## config.mk

```make
export PLATFORM = sky130hd
export DESIGN_NAME = ballast_fault_sequencer
export DESIGN_NICKNAME = d
export VERILOG_FILES = /design/src/verilog/ballast_pkg.sv /design/src/verilog/ballast_fault_sequencer.sv
export SDC_FILE = /design/constraint.sdc
export NUM_CORES = 1
export LEC_CHECK = 0
export BUFFER_PORTS_ARGS = -buffer_cell sky130_fd_sc_hd__buf_4
export CAP_MARGIN = 20
export CELL_PAD_IN_SITES_DETAIL_PLACEMENT = 0
export CELL_PAD_IN_SITES_GLOBAL_PLACEMENT = 1
export CORE_ASPECT_RATIO = 1.75
export CORE_UTILIZATION = 53
export CTS_CLUSTER_DIAMETER = 80
export DETAILED_ROUTE_END_ITERATION = 16
export PLACE_DENSITY = 0.91
export SYNTH_ARGS = -nofsm -noshare
export SYNTH_HDL_FRONTEND = slang
export SYNTH_SLANG_ARGS = --single-unit
```

## constraint.sdc

```tcl
create_clock -name CLK -period 15.3 [get_ports CLK]
set_input_delay 3.06 -clock CLK [delete_from_list [all_inputs] [get_ports CLK]]
set_output_delay 3.06 -clock CLK [all_outputs]
set_load 0.01 [all_outputs]
```

## src/verilog/ballast_pkg.sv

```systemverilog
// constants, types and register map of the ballast fault sequencer
package ballast_pkg;

  // clock rate and the times that the sequencer counts
  localparam int unsigned CLK_MHZ          = 250;
  localparam int unsigned CS_FILTER_NS     = 200;
  localparam int unsigned CS_FILTER_CYC    = (CS_FILTER_NS * CLK_MHZ + 999) / 1000;
  localparam int unsigned OFF_TIMEOUT_US   = 52;
  localparam int unsigned OFF_TIMEOUT_CYC  = OFF_TIMEOUT_US * CLK_MHZ;
  localparam int unsigned OV_STOP_US       = 5;
  localparam int unsigned OV_STOP_CYC      = OV_STOP_US * CLK_MHZ;
  localparam int unsigned OV_PERSIST_MS    = 625;
  localparam int unsigned OV_PERSIST_CYC   = OV_PERSIST_MS * CLK_MHZ * 1000;
  localparam int unsigned PRERUN_MS        = 625;
  localparam int unsigned PRERUN_CYC       = PRERUN_MS * CLK_MHZ * 1000;
  localparam int unsigned BUS_RETRY_MS     = 100;
  localparam int unsigned BUS_RETRY_CYC    = BUS_RETRY_MS * CLK_MHZ * 1000;
  localparam int unsigned FAULT_RETRY_MS   = 200;
  localparam int unsigned FAULT_RETRY_CYC  = FAULT_RETRY_MS * CLK_MHZ * 1000;
  localparam int unsigned AC_FILTER_US     = 620;
  localparam int unsigned AC_FILTER_CYC    = AC_FILTER_US * CLK_MHZ;
  localparam int unsigned RET_FILTER_US    = 620;
  localparam int unsigned RET_FILTER_CYC   = RET_FILTER_US * CLK_MHZ;
  localparam int unsigned DC_FILTER_MS     = 2500;
  localparam int unsigned DC_FILTER_CYC    = DC_FILTER_MS * CLK_MHZ * 1000;
  localparam int unsigned PREHEAT_MAX_MS   = 2500;
  localparam int unsigned PREHEAT_STEPS    = 127;
  localparam int unsigned PREHEAT_STEP_CYC = PREHEAT_MAX_MS * CLK_MHZ * 1000 / PREHEAT_STEPS;
  localparam int unsigned DEAD_MIN_NS      = 1050;
  localparam int unsigned DEAD_MIN_CYC     = (DEAD_MIN_NS * CLK_MHZ + 999) / 1000;
  localparam int unsigned DEAD_MAX_NS      = 2100;
  localparam int unsigned DEAD_MAX_CYC     = DEAD_MAX_NS * CLK_MHZ / 1000;
  localparam int unsigned RETRY_LIMIT      = 7;

  // half-period limits of the bridge, in clock cycles
  localparam logic [15:0] RUN_HALF_MIN  = 16'h0412;  // 120 kHz
  localparam logic [15:0] RUN_HALF_MAX  = 16'h186A;  // 20 kHz
  localparam logic [15:0] PH_HALF_MIN   = 16'h0342;  // 150 kHz

  // register map and reset values
  localparam logic [7:0]  REG_PREHEAT_TIME = 8'h00;
  localparam logic [7:0]  REG_RUN_HALF     = 8'h04;
  localparam logic [7:0]  REG_PH_HALF      = 8'h08;
  localparam logic [7:0]  REG_BOOST_ON     = 8'h0C;
  localparam logic [7:0]  REG_STATUS       = 8'h10;
  localparam logic [7:0]  REG_FAULTS       = 8'h14;
  localparam logic [6:0]  RST_PREHEAT_TIME = 7'h0A;
  localparam logic [15:0] RST_RUN_HALF     = 16'h09C4;
  localparam logic [15:0] RST_PH_HALF      = 16'h04E2;
  localparam logic [15:0] RST_BOOST_ON     = 16'h03E8;

  // fault flag positions
  localparam int unsigned FLT_AC   = 0;
  localparam int unsigned FLT_DC   = 1;
  localparam int unsigned FLT_RET  = 2;
  localparam int unsigned FLT_OV   = 3;
  localparam int unsigned FLT_UV   = 4;
  localparam int unsigned FLT_OPEN = 5;

  // return current source codes
  localparam logic [1:0] RET_NOMINAL = 2'h0;
  localparam logic [1:0] RET_REDUCED = 2'h1;
  localparam logic [1:0] RET_HIGH_A  = 2'h2;
  localparam logic [1:0] RET_HIGH_B  = 2'h3;

  // comparator flags from the analog front end
  typedef struct packed {
    logic supply_lockout;
    logic supply_start;
    logic boost_over_limit;
    logic zcd_above_high;
    logic zcd_above_low;
    logic bus_above_open;
    logic bus_above_under;
    logic bus_above_95;
    logic bus_above_105;
    logic bus_above_over;
    logic lamp_sink_present;
    logic lamp_ac_over;
    logic lamp_dc_over;
    logic return_above_open;
    logic return_above_reconnect;
    logic return_above_run;
    logic floating_above_on;
    logic floating_above_off;
    logic bridge_commutated;
  } sense_t;

  typedef enum logic [6:0] {
    ST_LOCKOUT = 7'h01,
    ST_DETECT  = 7'h02,
    ST_PREHEAT = 7'h04,
    ST_PRERUN  = 7'h08,
    ST_RUN     = 7'h10,
    ST_PWRDN   = 7'h20,
    ST_LATCHED = 7'h40
  } seq_state_t;

  typedef enum logic [3:0] {
    PH_LOW  = 4'h1,
    PH_DLH  = 4'h2,
    PH_HIGH = 4'h4,
    PH_DHL  = 4'h8
  } bridge_phase_t;

endpackage

```

## src/verilog/ballast_fault_sequencer.sv

```systemverilog
// ballast control and protection sequencer: boost gate, half bridge, faults, retries
//
// Overview of operation
// [RL1] boost current above limit over 200 ns turns boost gate off until next cycle
// [RL2] without zero-current event 52 us after turn-off, timer starts a new cycle
// [RL3] hysteretic zero-current detector; falling crossing in off-time starts a cycle
// [RL4] bus flags decode open loop, undervoltage and overvoltage against rated level
// [RL5] run-mode overvoltage stops boost gate within 5 us; resumes below 105 percent
// [RL6] overvoltage beyond 625 ms stops inverter too, then power down and restart
// [RL7] bus undervoltage or inverter overvoltage: power down, 100 ms waits, recheck
// [RL8] at most seven bus retries skip preheat; later starts preheat again
// [RL9] preheat lasts code times step, 127 steps up to 2500 ms
// [RL10] run half period clamped to the 20 kHz to 120 kHz range
// [RL11] preheat frequency between run frequency and 150 kHz
// [RL12] lamp sense sink current before start marks an inserted lamp
// [RL13] AC lamp current over limit beyond 620 us flags end-of-life fault
// [RL14] DC lamp current over limit beyond 2500 ms flags rectifier fault
// [RL15] open filament moves threshold to reconnect level; reduced current if a lamp sink was seen, else RET_HIGH_B
// [RL16] no lamp sink before start threshold selects larger return currents
// [RL17] return level above run limit beyond 620 us in run latches a fault
// [RL18] fault: gates off, 200 ms wait, one more attempt, then latched fault
// [RL19] upper driver enabled above 10.4 V flag, disabled below 8.6 V flag
// [RL20] supply lockout holds every gate low
// [RL21] adaptive dead time between gates, 1.05 us to 2.1 us
// [RL22] run-mode fault checks start only after the 625 ms pre-run phase
// [RL23] all filters and timers are clock counters cleared when condition ends
//
// Local design decisions: strobed register access and the register offsets.
`timescale 1ns/10ps
module ballast_fault_sequencer #(
  parameter int unsigned OFF_TIMEOUT  = ballast_pkg::OFF_TIMEOUT_CYC,
  parameter int unsigned OV_PERSIST   = ballast_pkg::OV_PERSIST_CYC,
  parameter int unsigned PRERUN       = ballast_pkg::PRERUN_CYC,
  parameter int unsigned BUS_RETRY    = ballast_pkg::BUS_RETRY_CYC,
  parameter int unsigned FAULT_RETRY  = ballast_pkg::FAULT_RETRY_CYC,
  parameter int unsigned AC_FILTER    = ballast_pkg::AC_FILTER_CYC,
  parameter int unsigned DC_FILTER    = ballast_pkg::DC_FILTER_CYC,
  parameter int unsigned RET_FILTER   = ballast_pkg::RET_FILTER_CYC,
  parameter int unsigned PREHEAT_STEP = ballast_pkg::PREHEAT_STEP_CYC
) (
  input  wire logic                CLK,
  input  wire logic                RESET,
  input  wire ballast_pkg::sense_t SENSE,
  input  wire logic [7:0]          ADDR,
  input  wire logic [31:0]         WR_DATA,
  input  wire logic                WR_STROBE,
  input  wire logic                RD_STROBE,
  output logic [31:0]              RD_DATA,
  output logic                     BOOST_GATE_DRIVE,
  output logic                     UPPER_GATE_DRIVE,
  output logic                     LOWER_GATE_DRIVE,
  output logic [1:0]               RETURN_CURRENT_SEL,
  output logic                     RETURN_THRESHOLD_SEL
);
  import ballast_pkg::*;

  localparam int unsigned NFLT = 5;
  localparam int unsigned F_CS = 0;
  localparam int unsigned F_AC = 1;
  localparam int unsigned F_DC = 2;
  localparam int unsigned F_RET = 3;
  localparam int unsigned F_OV = 4;
  localparam int unsigned FLT_LIM [NFLT] = '{CS_FILTER_CYC, AC_FILTER, DC_FILTER, RET_FILTER, OV_PERSIST};

  sense_t        sense_meta;
  sense_t        s;
  seq_state_t    state;
  bridge_phase_t phase;
  logic [6:0]    preheat_code;
  logic [15:0]   run_half_reg;
  logic [15:0]   ph_half_reg;
  logic [15:0]   boost_on;
  logic [5:0]    fault_flags;
  logic [NFLT-1:0] fcond;
  logic [NFLT-1:0] fdone;
  logic [31:0]   fcnt [NFLT];
  logic [31:0]   wait_cnt;
  logic [31:0]   pfc_cnt;
  logic [15:0]   inv_cnt;
  logic [2:0]    bus_tries;
  logic          retry_bus;
  logic          strike;
  logic          ov_hold;
  logic          zcd_level;
  logic          zcd_prev;
  logic          boost_on_q;
  logic          float_ok;
  logic          open_seen;
  logic          sink_seen;
  logic          run_mode;
  logic          inv_active;
  logic          pfc_en;
  logic          start_ok;
  logic          bus_fault;
  logic          other_fault;
  logic          zc_event;
  logic [15:0]   half;
  logic [31:0]   preheat_target;

  // keep a half-period setting inside its frequency window
  function automatic logic [15:0] clamp_half(input logic [15:0] v, input logic [15:0] lo, input logic [15:0] hi);
    clamp_half = (v < lo) ? lo : ((v > hi) ? hi : v);
  endfunction

  // two-flop synchroniser for all comparator flags; resets to lockout so no false start follows reset
  always_ff @(posedge CLK) begin
    if (RESET) begin
      sense_meta <= '{supply_lockout: 1'b1, default: 1'b0};
      s          <= '{supply_lockout: 1'b1, default: 1'b0};
    end else begin
      sense_meta <= SENSE;
      s          <= sense_meta;
    end
  end

  // decoded conditions
  assign run_mode    = (state == ST_RUN);                                     // see RL22
  assign inv_active  = (state == ST_PREHEAT) || (state == ST_PRERUN) || run_mode;
  assign pfc_en      = inv_active && !ov_hold;
  assign start_ok    = s.supply_start && s.bus_above_open && !s.bus_above_105 // see RL4
                       && !open_seen && !s.return_above_open;                 // see RL12
  assign bus_fault   = run_mode && (!s.bus_above_under || fdone[F_OV]);       // see RL7
  assign other_fault = run_mode && (fdone[F_AC] || fdone[F_DC] || fdone[F_RET] || !s.bus_above_open);
  assign zc_event    = zcd_prev && !zcd_level && !boost_on_q;                 // see RL3
  assign half        = (state == ST_PREHEAT) ?
                       clamp_half(ph_half_reg, PH_HALF_MIN, clamp_half(run_half_reg, RUN_HALF_MIN, RUN_HALF_MAX)) :
                       clamp_half(run_half_reg, RUN_HALF_MIN, RUN_HALF_MAX); // see RL10 see RL11
  assign preheat_target = 32'(32'(preheat_code) * PREHEAT_STEP);             // see RL9

  // fault filter conditions
  assign fcond[F_CS]  = s.boost_over_limit && boost_on_q;                     // see RL1
  assign fcond[F_AC]  = run_mode && s.lamp_ac_over;                           // see RL13
  assign fcond[F_DC]  = run_mode && s.lamp_dc_over;                           // see RL14
  assign fcond[F_RET] = run_mode && s.return_above_run;                       // see RL17
  assign fcond[F_OV]  = run_mode && ov_hold;                                  // see RL6

  // saturating filter counters, cleared as soon as the condition drops
  for (genvar i = 0; i < NFLT; i++) begin : g_filter
    always_ff @(posedge CLK) begin
      if (RESET || !fcond[i]) begin
        fcnt[i] <= '0;                                                        // see RL23
      end else if (fcnt[i] != FLT_LIM[i]) begin
        fcnt[i] <= fcnt[i] + 32'h1;
      end
    end
    assign fdone[i] = (fcnt[i] == FLT_LIM[i]);
  end

  // zero-current hysteresis and edge history
  always_ff @(posedge CLK) begin
    if (RESET) begin
      zcd_level <= 1'b0;
      zcd_prev  <= 1'b0;
    end else begin
      if (s.zcd_above_high) begin
        zcd_level <= 1'b1;                                                    // see RL3
      end else if (!s.zcd_above_low) begin
        zcd_level <= 1'b0;
      end
      zcd_prev <= zcd_level;
    end
  end

  // overvoltage hold of the boost stage
  always_ff @(posedge CLK) begin
    if (RESET || !inv_active) begin
      ov_hold <= 1'b0;
    end else if (run_mode && s.bus_above_over) begin
      ov_hold <= 1'b1;                                                        // see RL5
    end else if (!s.bus_above_105) begin
      ov_hold <= 1'b0;
    end
  end

  // boost switching cycle: on-time, current limit, zero-current or timeout restart
  always_ff @(posedge CLK) begin
    if (RESET || !pfc_en || s.supply_lockout) begin
      boost_on_q <= 1'b0;
      pfc_cnt    <= '0;
    end else if (boost_on_q) begin
      if (fdone[F_CS] || pfc_cnt >= 32'(boost_on) - 32'h1) begin
        boost_on_q <= 1'b0;                                                   // see RL1
        pfc_cnt    <= '0;
      end else begin
        pfc_cnt <= pfc_cnt + 32'h1;
      end
    end else if (zc_event || pfc_cnt >= OFF_TIMEOUT - 1) begin
      boost_on_q <= 1'b1;                                                     // see RL2 see RL3
      pfc_cnt    <= '0;
    end else begin
      pfc_cnt <= pfc_cnt + 32'h1;
    end
  end

  // floating supply hysteresis for the upper driver
  always_ff @(posedge CLK) begin
    if (RESET) begin
      float_ok <= 1'b0;
    end else if (s.floating_above_on) begin
      float_ok <= 1'b1;                                                       // see RL19
    end else if (!s.floating_above_off) begin
      float_ok <= 1'b0;
    end
  end

  // half-bridge phase sequencer with adaptive dead time
  always_ff @(posedge CLK) begin
    if (RESET || !inv_active) begin
      phase   <= PH_LOW;
      inv_cnt <= '0;
    end else begin
      unique case (phase)
        PH_LOW, PH_HIGH: begin
          if (inv_cnt >= half - 16'h1) begin
            phase   <= (phase == PH_LOW) ? PH_DLH : PH_DHL;
            inv_cnt <= '0;
          end else begin
            inv_cnt <= inv_cnt + 16'h1;
          end
        end
        PH_DLH, PH_DHL: begin
          if ((inv_cnt >= 16'(DEAD_MIN_CYC - 1) && s.bridge_commutated)
              || inv_cnt >= 16'(DEAD_MAX_CYC - 1)) begin
            phase   <= (phase == PH_DLH) ? PH_HIGH : PH_LOW;                  // see RL21
            inv_cnt <= '0;
          end else begin
            inv_cnt <= inv_cnt + 16'h1;
          end
        end
      endcase
    end
  end

  // gate outputs, forced low in lockout and outside active states
  always_ff @(posedge CLK) begin
    if (RESET || s.supply_lockout) begin
      BOOST_GATE_DRIVE <= 1'b0;                                               // see RL20
      UPPER_GATE_DRIVE <= 1'b0;
      LOWER_GATE_DRIVE <= 1'b0;
    end else begin
      BOOST_GATE_DRIVE <= boost_on_q && pfc_en;
      UPPER_GATE_DRIVE <= inv_active && (phase == PH_HIGH) && float_ok;       // see RL19
      LOWER_GATE_DRIVE <= inv_active && (phase == PH_LOW);
    end
  end

  // filament detection and return current selection
  always_ff @(posedge CLK) begin
    if (RESET || s.supply_lockout) begin
      open_seen <= 1'b0;
      sink_seen <= 1'b0;
    end else begin
      if (!open_seen && s.return_above_open) begin
        open_seen <= 1'b1;                                                    // see RL15
      end else if (open_seen && !s.return_above_reconnect) begin
        open_seen <= 1'b0;
      end
      if (state == ST_DETECT && !s.supply_start && s.lamp_sink_present) begin
        sink_seen <= 1'b1;                                                    // see RL12 see RL16
      end
    end
  end

  // current source and threshold selects
  always_ff @(posedge CLK) begin
    if (RESET) begin
      RETURN_CURRENT_SEL   <= RET_NOMINAL;
      RETURN_THRESHOLD_SEL <= 1'b0;
    end else begin
      RETURN_THRESHOLD_SEL <= open_seen;                                      // see RL15
      unique case ({!sink_seen, open_seen})
        2'b00:   RETURN_CURRENT_SEL <= RET_NOMINAL;
        2'b01:   RETURN_CURRENT_SEL <= RET_REDUCED;
        2'b10:   RETURN_CURRENT_SEL <= RET_HIGH_A;                            // see RL16
        default: RETURN_CURRENT_SEL <= RET_HIGH_B;
      endcase
    end
  end

  // operating sequence, retries and latched fault
  always_ff @(posedge CLK) begin
    if (RESET || s.supply_lockout) begin
      state     <= ST_LOCKOUT;
      wait_cnt  <= '0;
      bus_tries <= '0;
      retry_bus <= 1'b0;
      strike    <= 1'b0;
    end else begin
      wait_cnt <= wait_cnt + 32'h1;
      unique case (state)
        ST_LOCKOUT: begin
          state    <= ST_DETECT;
          wait_cnt <= '0;
        end
        ST_DETECT: begin
          if (start_ok) begin
            state    <= ST_PREHEAT;
            wait_cnt <= '0;
          end
        end
        ST_PREHEAT: begin
          if (wait_cnt >= preheat_target) begin
            state    <= ST_PRERUN;                                            // see RL9
            wait_cnt <= '0;
          end
        end
        ST_PRERUN: begin
          if (wait_cnt >= PRERUN - 1) begin
            state    <= ST_RUN;                                               // see RL22
            wait_cnt <= '0;
          end
        end
        ST_RUN: begin
          if (bus_fault) begin
            state     <= ST_PWRDN;                                            // see RL7
            retry_bus <= 1'b1;
            bus_tries <= '0;
            wait_cnt  <= '0;
          end else if (other_fault) begin
            state     <= strike ? ST_LATCHED : ST_PWRDN;                      // see RL18
            strike    <= 1'b1;
            retry_bus <= 1'b0;
            wait_cnt  <= '0;
          end
        end
        ST_PWRDN: begin
          if (wait_cnt >= (retry_bus ? BUS_RETRY : FAULT_RETRY) - 1) begin
            wait_cnt <= '0;
            if (start_ok) begin
              state <= (retry_bus && bus_tries < 3'(RETRY_LIMIT)) ? ST_PRERUN : ST_PREHEAT; // see RL8
            end else if (retry_bus && bus_tries < 3'(RETRY_LIMIT)) begin
              bus_tries <= bus_tries + 3'h1;                                  // see RL8
            end
          end
        end
        ST_LATCHED: begin
          if (s.return_above_open) begin
            state    <= ST_DETECT;                                            // see RL18
            strike   <= 1'b0;
            wait_cnt <= '0;
          end
        end
      endcase
    end
  end

  // register writes and sticky fault flags; a new event wins over a clear
  always_ff @(posedge CLK) begin
    if (RESET) begin
      preheat_code <= RST_PREHEAT_TIME;
      run_half_reg <= RST_RUN_HALF;
      ph_half_reg  <= RST_PH_HALF;
      boost_on     <= RST_BOOST_ON;
      fault_flags  <= '0;
    end else begin
      if (WR_STROBE && ADDR == REG_PREHEAT_TIME) preheat_code <= WR_DATA[6:0];
      if (WR_STROBE && ADDR == REG_RUN_HALF) run_half_reg <= WR_DATA[15:0];
      if (WR_STROBE && ADDR == REG_PH_HALF) ph_half_reg <= WR_DATA[15:0];
      if (WR_STROBE && ADDR == REG_BOOST_ON) boost_on <= WR_DATA[15:0];
      fault_flags <= (fault_flags & ~((WR_STROBE && ADDR == REG_FAULTS) ? WR_DATA[5:0] : 6'h00))
                     | {!s.bus_above_open && run_mode, !s.bus_above_under && run_mode,
                        fdone[F_OV], fdone[F_RET], fdone[F_DC], fdone[F_AC]}; // see RL13 see RL14
    end
  end

  // read data, one cycle after the read strobe
  always_ff @(posedge CLK) begin
    if (RESET || !RD_STROBE) begin
      RD_DATA <= '0;
    end else begin
      unique case (ADDR)
        REG_PREHEAT_TIME: RD_DATA <= {25'h0, preheat_code};
        REG_RUN_HALF:     RD_DATA <= {16'h0, run_half_reg};
        REG_PH_HALF:      RD_DATA <= {16'h0, ph_half_reg};
        REG_BOOST_ON:     RD_DATA <= {16'h0, boost_on};
        REG_STATUS:       RD_DATA <= {16'h0, strike, bus_tries, ov_hold, float_ok, open_seen,
                                      sink_seen, boost_on_q, state};
        REG_FAULTS:       RD_DATA <= {26'h0, fault_flags};
        default:          RD_DATA <= '0;
      endcase
    end
  end
endmodule

```

==> key figures <==
Run status
  • Status: finished clean

Detailed routing
  • Pre-antenna DRT Iters: 7
  • Post-Route WL: between 50000 and 60000 um
  • Initial drt markers: roughly 1200
  • Drt wl/cell: about 18 um
  • Antenna Violating Nets Remaining: 0
  • DRC Markers: 0
  • Via Count: between 15000 and 20000
  • Vias per std cell: between 5 and 6

Finish
  • Final Util: approximately three fifths
  • Biggest registers after layout: fcnt (160), pfc_cnt (32), wait_cnt (32)
  • Area Growth Syn to Fin: 10.2%
  • Layout cell share with drive strength beyond 1: under 10%
  • Reg with most FFs: fcnt
  • Max reg flops: 160
  • Ant. Diodes: 0
  • Final nets: 2932
  • Non-filler cells in the finished layout: 3243

Worst hold path
  • Hold path startpoint: sense_meta[1]$_SDFF_PP0_
  • Hold crit path type: flip-flop to flip-flop
  • Min-Delay Path Depth: 1
  • Min-Delay Endpoint: s[1]$_SDFF_PP0_

STA
  • Tmin final: about 7.8 ns
  • Unrepaired setup endpoints after global routing: false
  • Hold violation total from the final report: 0
  • Setup TNS: 0 ns
  • Relative slew slack: a little under two fifths
  • # setup viols final: 0
  • Tcrit/Tclk final: between 50% and 60%
  • Final Max Tran Viols: 0
  • Tightest Pin Transition: about 0.9 ns
  • Worst clock skew: ~0.015 ns
  • Max frequency: roughly 130 MHz

CTS
  • Setup Fix Bufs, Post-CTS: 0
  • Cts hold-fix bufs: 0
  • Clock Path Buffers: 3
  • CTS Buf Count: 38
  • CTS tree: done
  • Clock Sink Count: approximately 380
  • Clock slew at reported path FFs: approximately 0.060 ns
  • # resized after CTS: 0
  • H-tree depth: 2
  • Clock root buffer: clkbuf_16
  • Latest clock arrival within the worst-skew pair: 0.56 ns

Critical path
  • Critical Path AT: between 8 and 9 ns
  • Worst r2r dst: wait_cnt[7]$_SDFF_PP0_
  • Slowest CP cell: dfxtp_1
  • Worst EP required: ~16 ns
  • CP max stage delay: 0.61 ns
  • Reg2Reg Depth: 26
  • Reg2reg setup slack: about 7.5 ns
  • Worst R2R Start: preheat_code[1]$_SDFFE_PP1P_
  • Max FO, Critical Path: 32
  • CP most frequent cell: fa_1
  • Worst setup EP type: flip-flop
  • CP Launch Type: flip-flop
  • Critical path type: flip-flop to flip-flop

Die
  • Die outline area: ~0.045 sq mm
  • Die X: around 160 um
  • I/O Pins: a little over 100
  • Starting Density: between 50% and 60%
  • Core ar.: approximately 0.044 sq mm
  • Die Ht: 281 um
  • Row count: between 100 and 150

Global route
  • Total track usage: approximately a quarter
  • Global-route wire length before repair: slightly above 90000 um
  • Total gr overflow: 0
  • Antenna violations before repair: 2
  • Vias in the first global route: 19058
  • Largest net degree at the start of global routing: between 80 and 90

Logic synthesis
  • Async S/R FF share, synth: 0%
  • Cells after Synth: roughly 2600
  • Seq cells post-synth: roughly 380
  • Post-Synthesis Cell Area: between 0.02 and 0.025 sq mm
  • Ys Warns: 0
  • Distinct cells, synth: between 80 and 90
  • Mean Syn Cell Area: 9.08 sq um
  • Prevailing post-synth register cell: dfxtp_1
  • Synth top area cells: edfxtp_1, dfxtp_1, ha_1
  • Synth top area share: about a fifth
  • Area leader, netlist: edfxtp_1
  • Register area share after synthesis: between 30% and 40%
  • EDFF count, synth: 160

Power
  • Pleak: between 10 and 15 nW
  • Peak supply drop: between 0.09 and 0.1 mV
  • Cell Pwr Density: 80.8 mW/mm^2

Place
  • RePlAce Congestion: approximately 0.92
  • PortBufs: 67
  • Cells after DPL: 3171
  • Detailed Place HPWL: roughly 44000 um

Flow run
  • Max-cap violations: 0
## critical path, delay by kind of cell, from the launching register on
family	cells	cell delay [ns]
adders and majority gates	6	2.76
DFF	1	0.61
AOI/OAI and AO/OA	11	2.26
and+or+nand+nor	5	1.30
buffers and inverters	3	0.61
xor gates and xnor gates	1	0.09
## layer usage
| layer | global-route usage (%) | part of all wire [%] |
|---|---|---|
| met1 | 26.9 | 37 |
| met2 | 47.8 | 52 |
| met3 | 3.22 | 4.3 |
| met4 | 16.9 | 6.5 |
| met5 | 0 | 0.058 |
## kinds of logic (layout without fill, tap and decap cells)
family / Yosys count / in the layout / share of synthesized area, %
AOI/OAI and AO/OA: 342 / 342 / 9.52
xor gates and xnor gates: 266 / 266 / 9.90
adders and majority gates: 222 / 222 / 12.9
buffers and inverters: 209 / 275 / 3.62
DFF: 382 / 382 / 39.3
muxes: 12 / 12 / 0.537
other: 2 / 19 / 0.0319
and+or+nand+nor: 1159 / 1159 / 24.3
## cells in the mapped netlist, types with 29 or more instances
library cell,instances
xor2_1,172
nor2_1,383
and3_1,58
nor4_1,41
a21o_1,39
fa_1,33
nand3b_1,29
nand4_1,65
nand3_1,112
clkbuf_1,64
a21oi_1,124
edfxtp_1,160
inv_1,118
ha_1,189
nor3_1,43
xnor2_1,94
o21ai_0,50
nand2_1,254
dfxtp_1,222
nor2b_1,53
## through the flow
stage	hold slack, ns	setup slack [ns]	area (sq um)	power (mW)
CTS	0.437	7.64	25900	2.11
detailed placement	0.423	7.66	24600	1.13
global placement	0.417	7.81	24500	1.12
floorplan	0.389	8.71	23600	1.11
global route	0.452	6.84	25900	2.15
finish	0.436	7.53	25900	2.10
## worst max-delay path by stage
| stage | slack (ns) | from | endpoint |
|---|---|---|---|
| final | 7.53 | preheat_code[1]$_SDFFE_PP1P_ | wait_cnt[7]$_SDFF_PP0_ |
| after global placement | 7.81 | preheat_code[1]$_SDFFE_PP1P_ | wait_cnt[5]$_SDFF_PP0_ |
| after global routing | 6.84 | preheat_code[2]$_SDFFE_PP0P_ | wait_cnt[7]$_SDFF_PP0_ |
| after CTS | 7.64 | preheat_code[1]$_SDFFE_PP1P_ | wait_cnt[7]$_SDFF_PP0_ |
| after detailed placement | 7.66 | preheat_code[1]$_SDFFE_PP1P_ | wait_cnt[5]$_SDFF_PP0_ |
| after floorplan | 8.71 | preheat_code[2]$_SDFFE_PP0P_ | wait_cnt[23]$_SDFF_PP0_ |
## cell type report
class / instances / area, sq um
Tap cell: 566 / 708
Timing Repair Buffer: 87 / 683
Inverter: 118 / 443
Clock buffer: 49 / 1100
Fill cell: 3797 / 17700
Clock inverter: 21 / 234
Multi-Input combinational cell: 2020 / 13500
Sequential cell: 382 / 9250
## power by group
part,switching (mW),internal (mW)
combinational,0.0251,0.0175
sequential,0.00333,1.06
clock,0.413,0.578
total,0.442,1.65
## layout by cell type (no fill, tap or decap), types with 9 or more instances in the layout
cell type | netlist | routed
a221oi_1 | 11 | 11
ha_1 | 189 | 189
dfxtp_1 | 222 | 222
inv_1 | 118 | 118
a22o_1 | 10 | 10
mux2i_1 | 10 | 10
xor2_1 | 172 | 172
fa_1 | 33 | 33
nor2b_1 | 53 | 53
clkbuf_16 | 0 | 41
nand3b_1 | 29 | 29
nand3_1 | 112 | 112
nor4b_1 | 13 | 13
nand4_1 | 65 | 65
xnor2_1 | 94 | 94
buf_4 | 16 | 82
a211o_1 | 9 | 9
and2_1 | 10 | 10
and4_1 | 14 | 14
and3_1 | 58 | 58
a21oi_1 | 124 | 124
edfxtp_1 | 160 | 160
a21o_1 | 39 | 39
nand2b_1 | 14 | 14
nor3_1 | 43 | 42
nor2_1 | 383 | 383
conb_1 | 2 | 19
o21ai_0 | 50 | 50
o211ai_1 | 10 | 10
a222oi_1 | 9 | 9
or3_1 | 19 | 19
o21a_1 | 10 | 10
nand2_1 | 254 | 254
nor4_1 | 41 | 41
a22oi_1 | 15 | 15
Power figures use the tool's default switching activity.
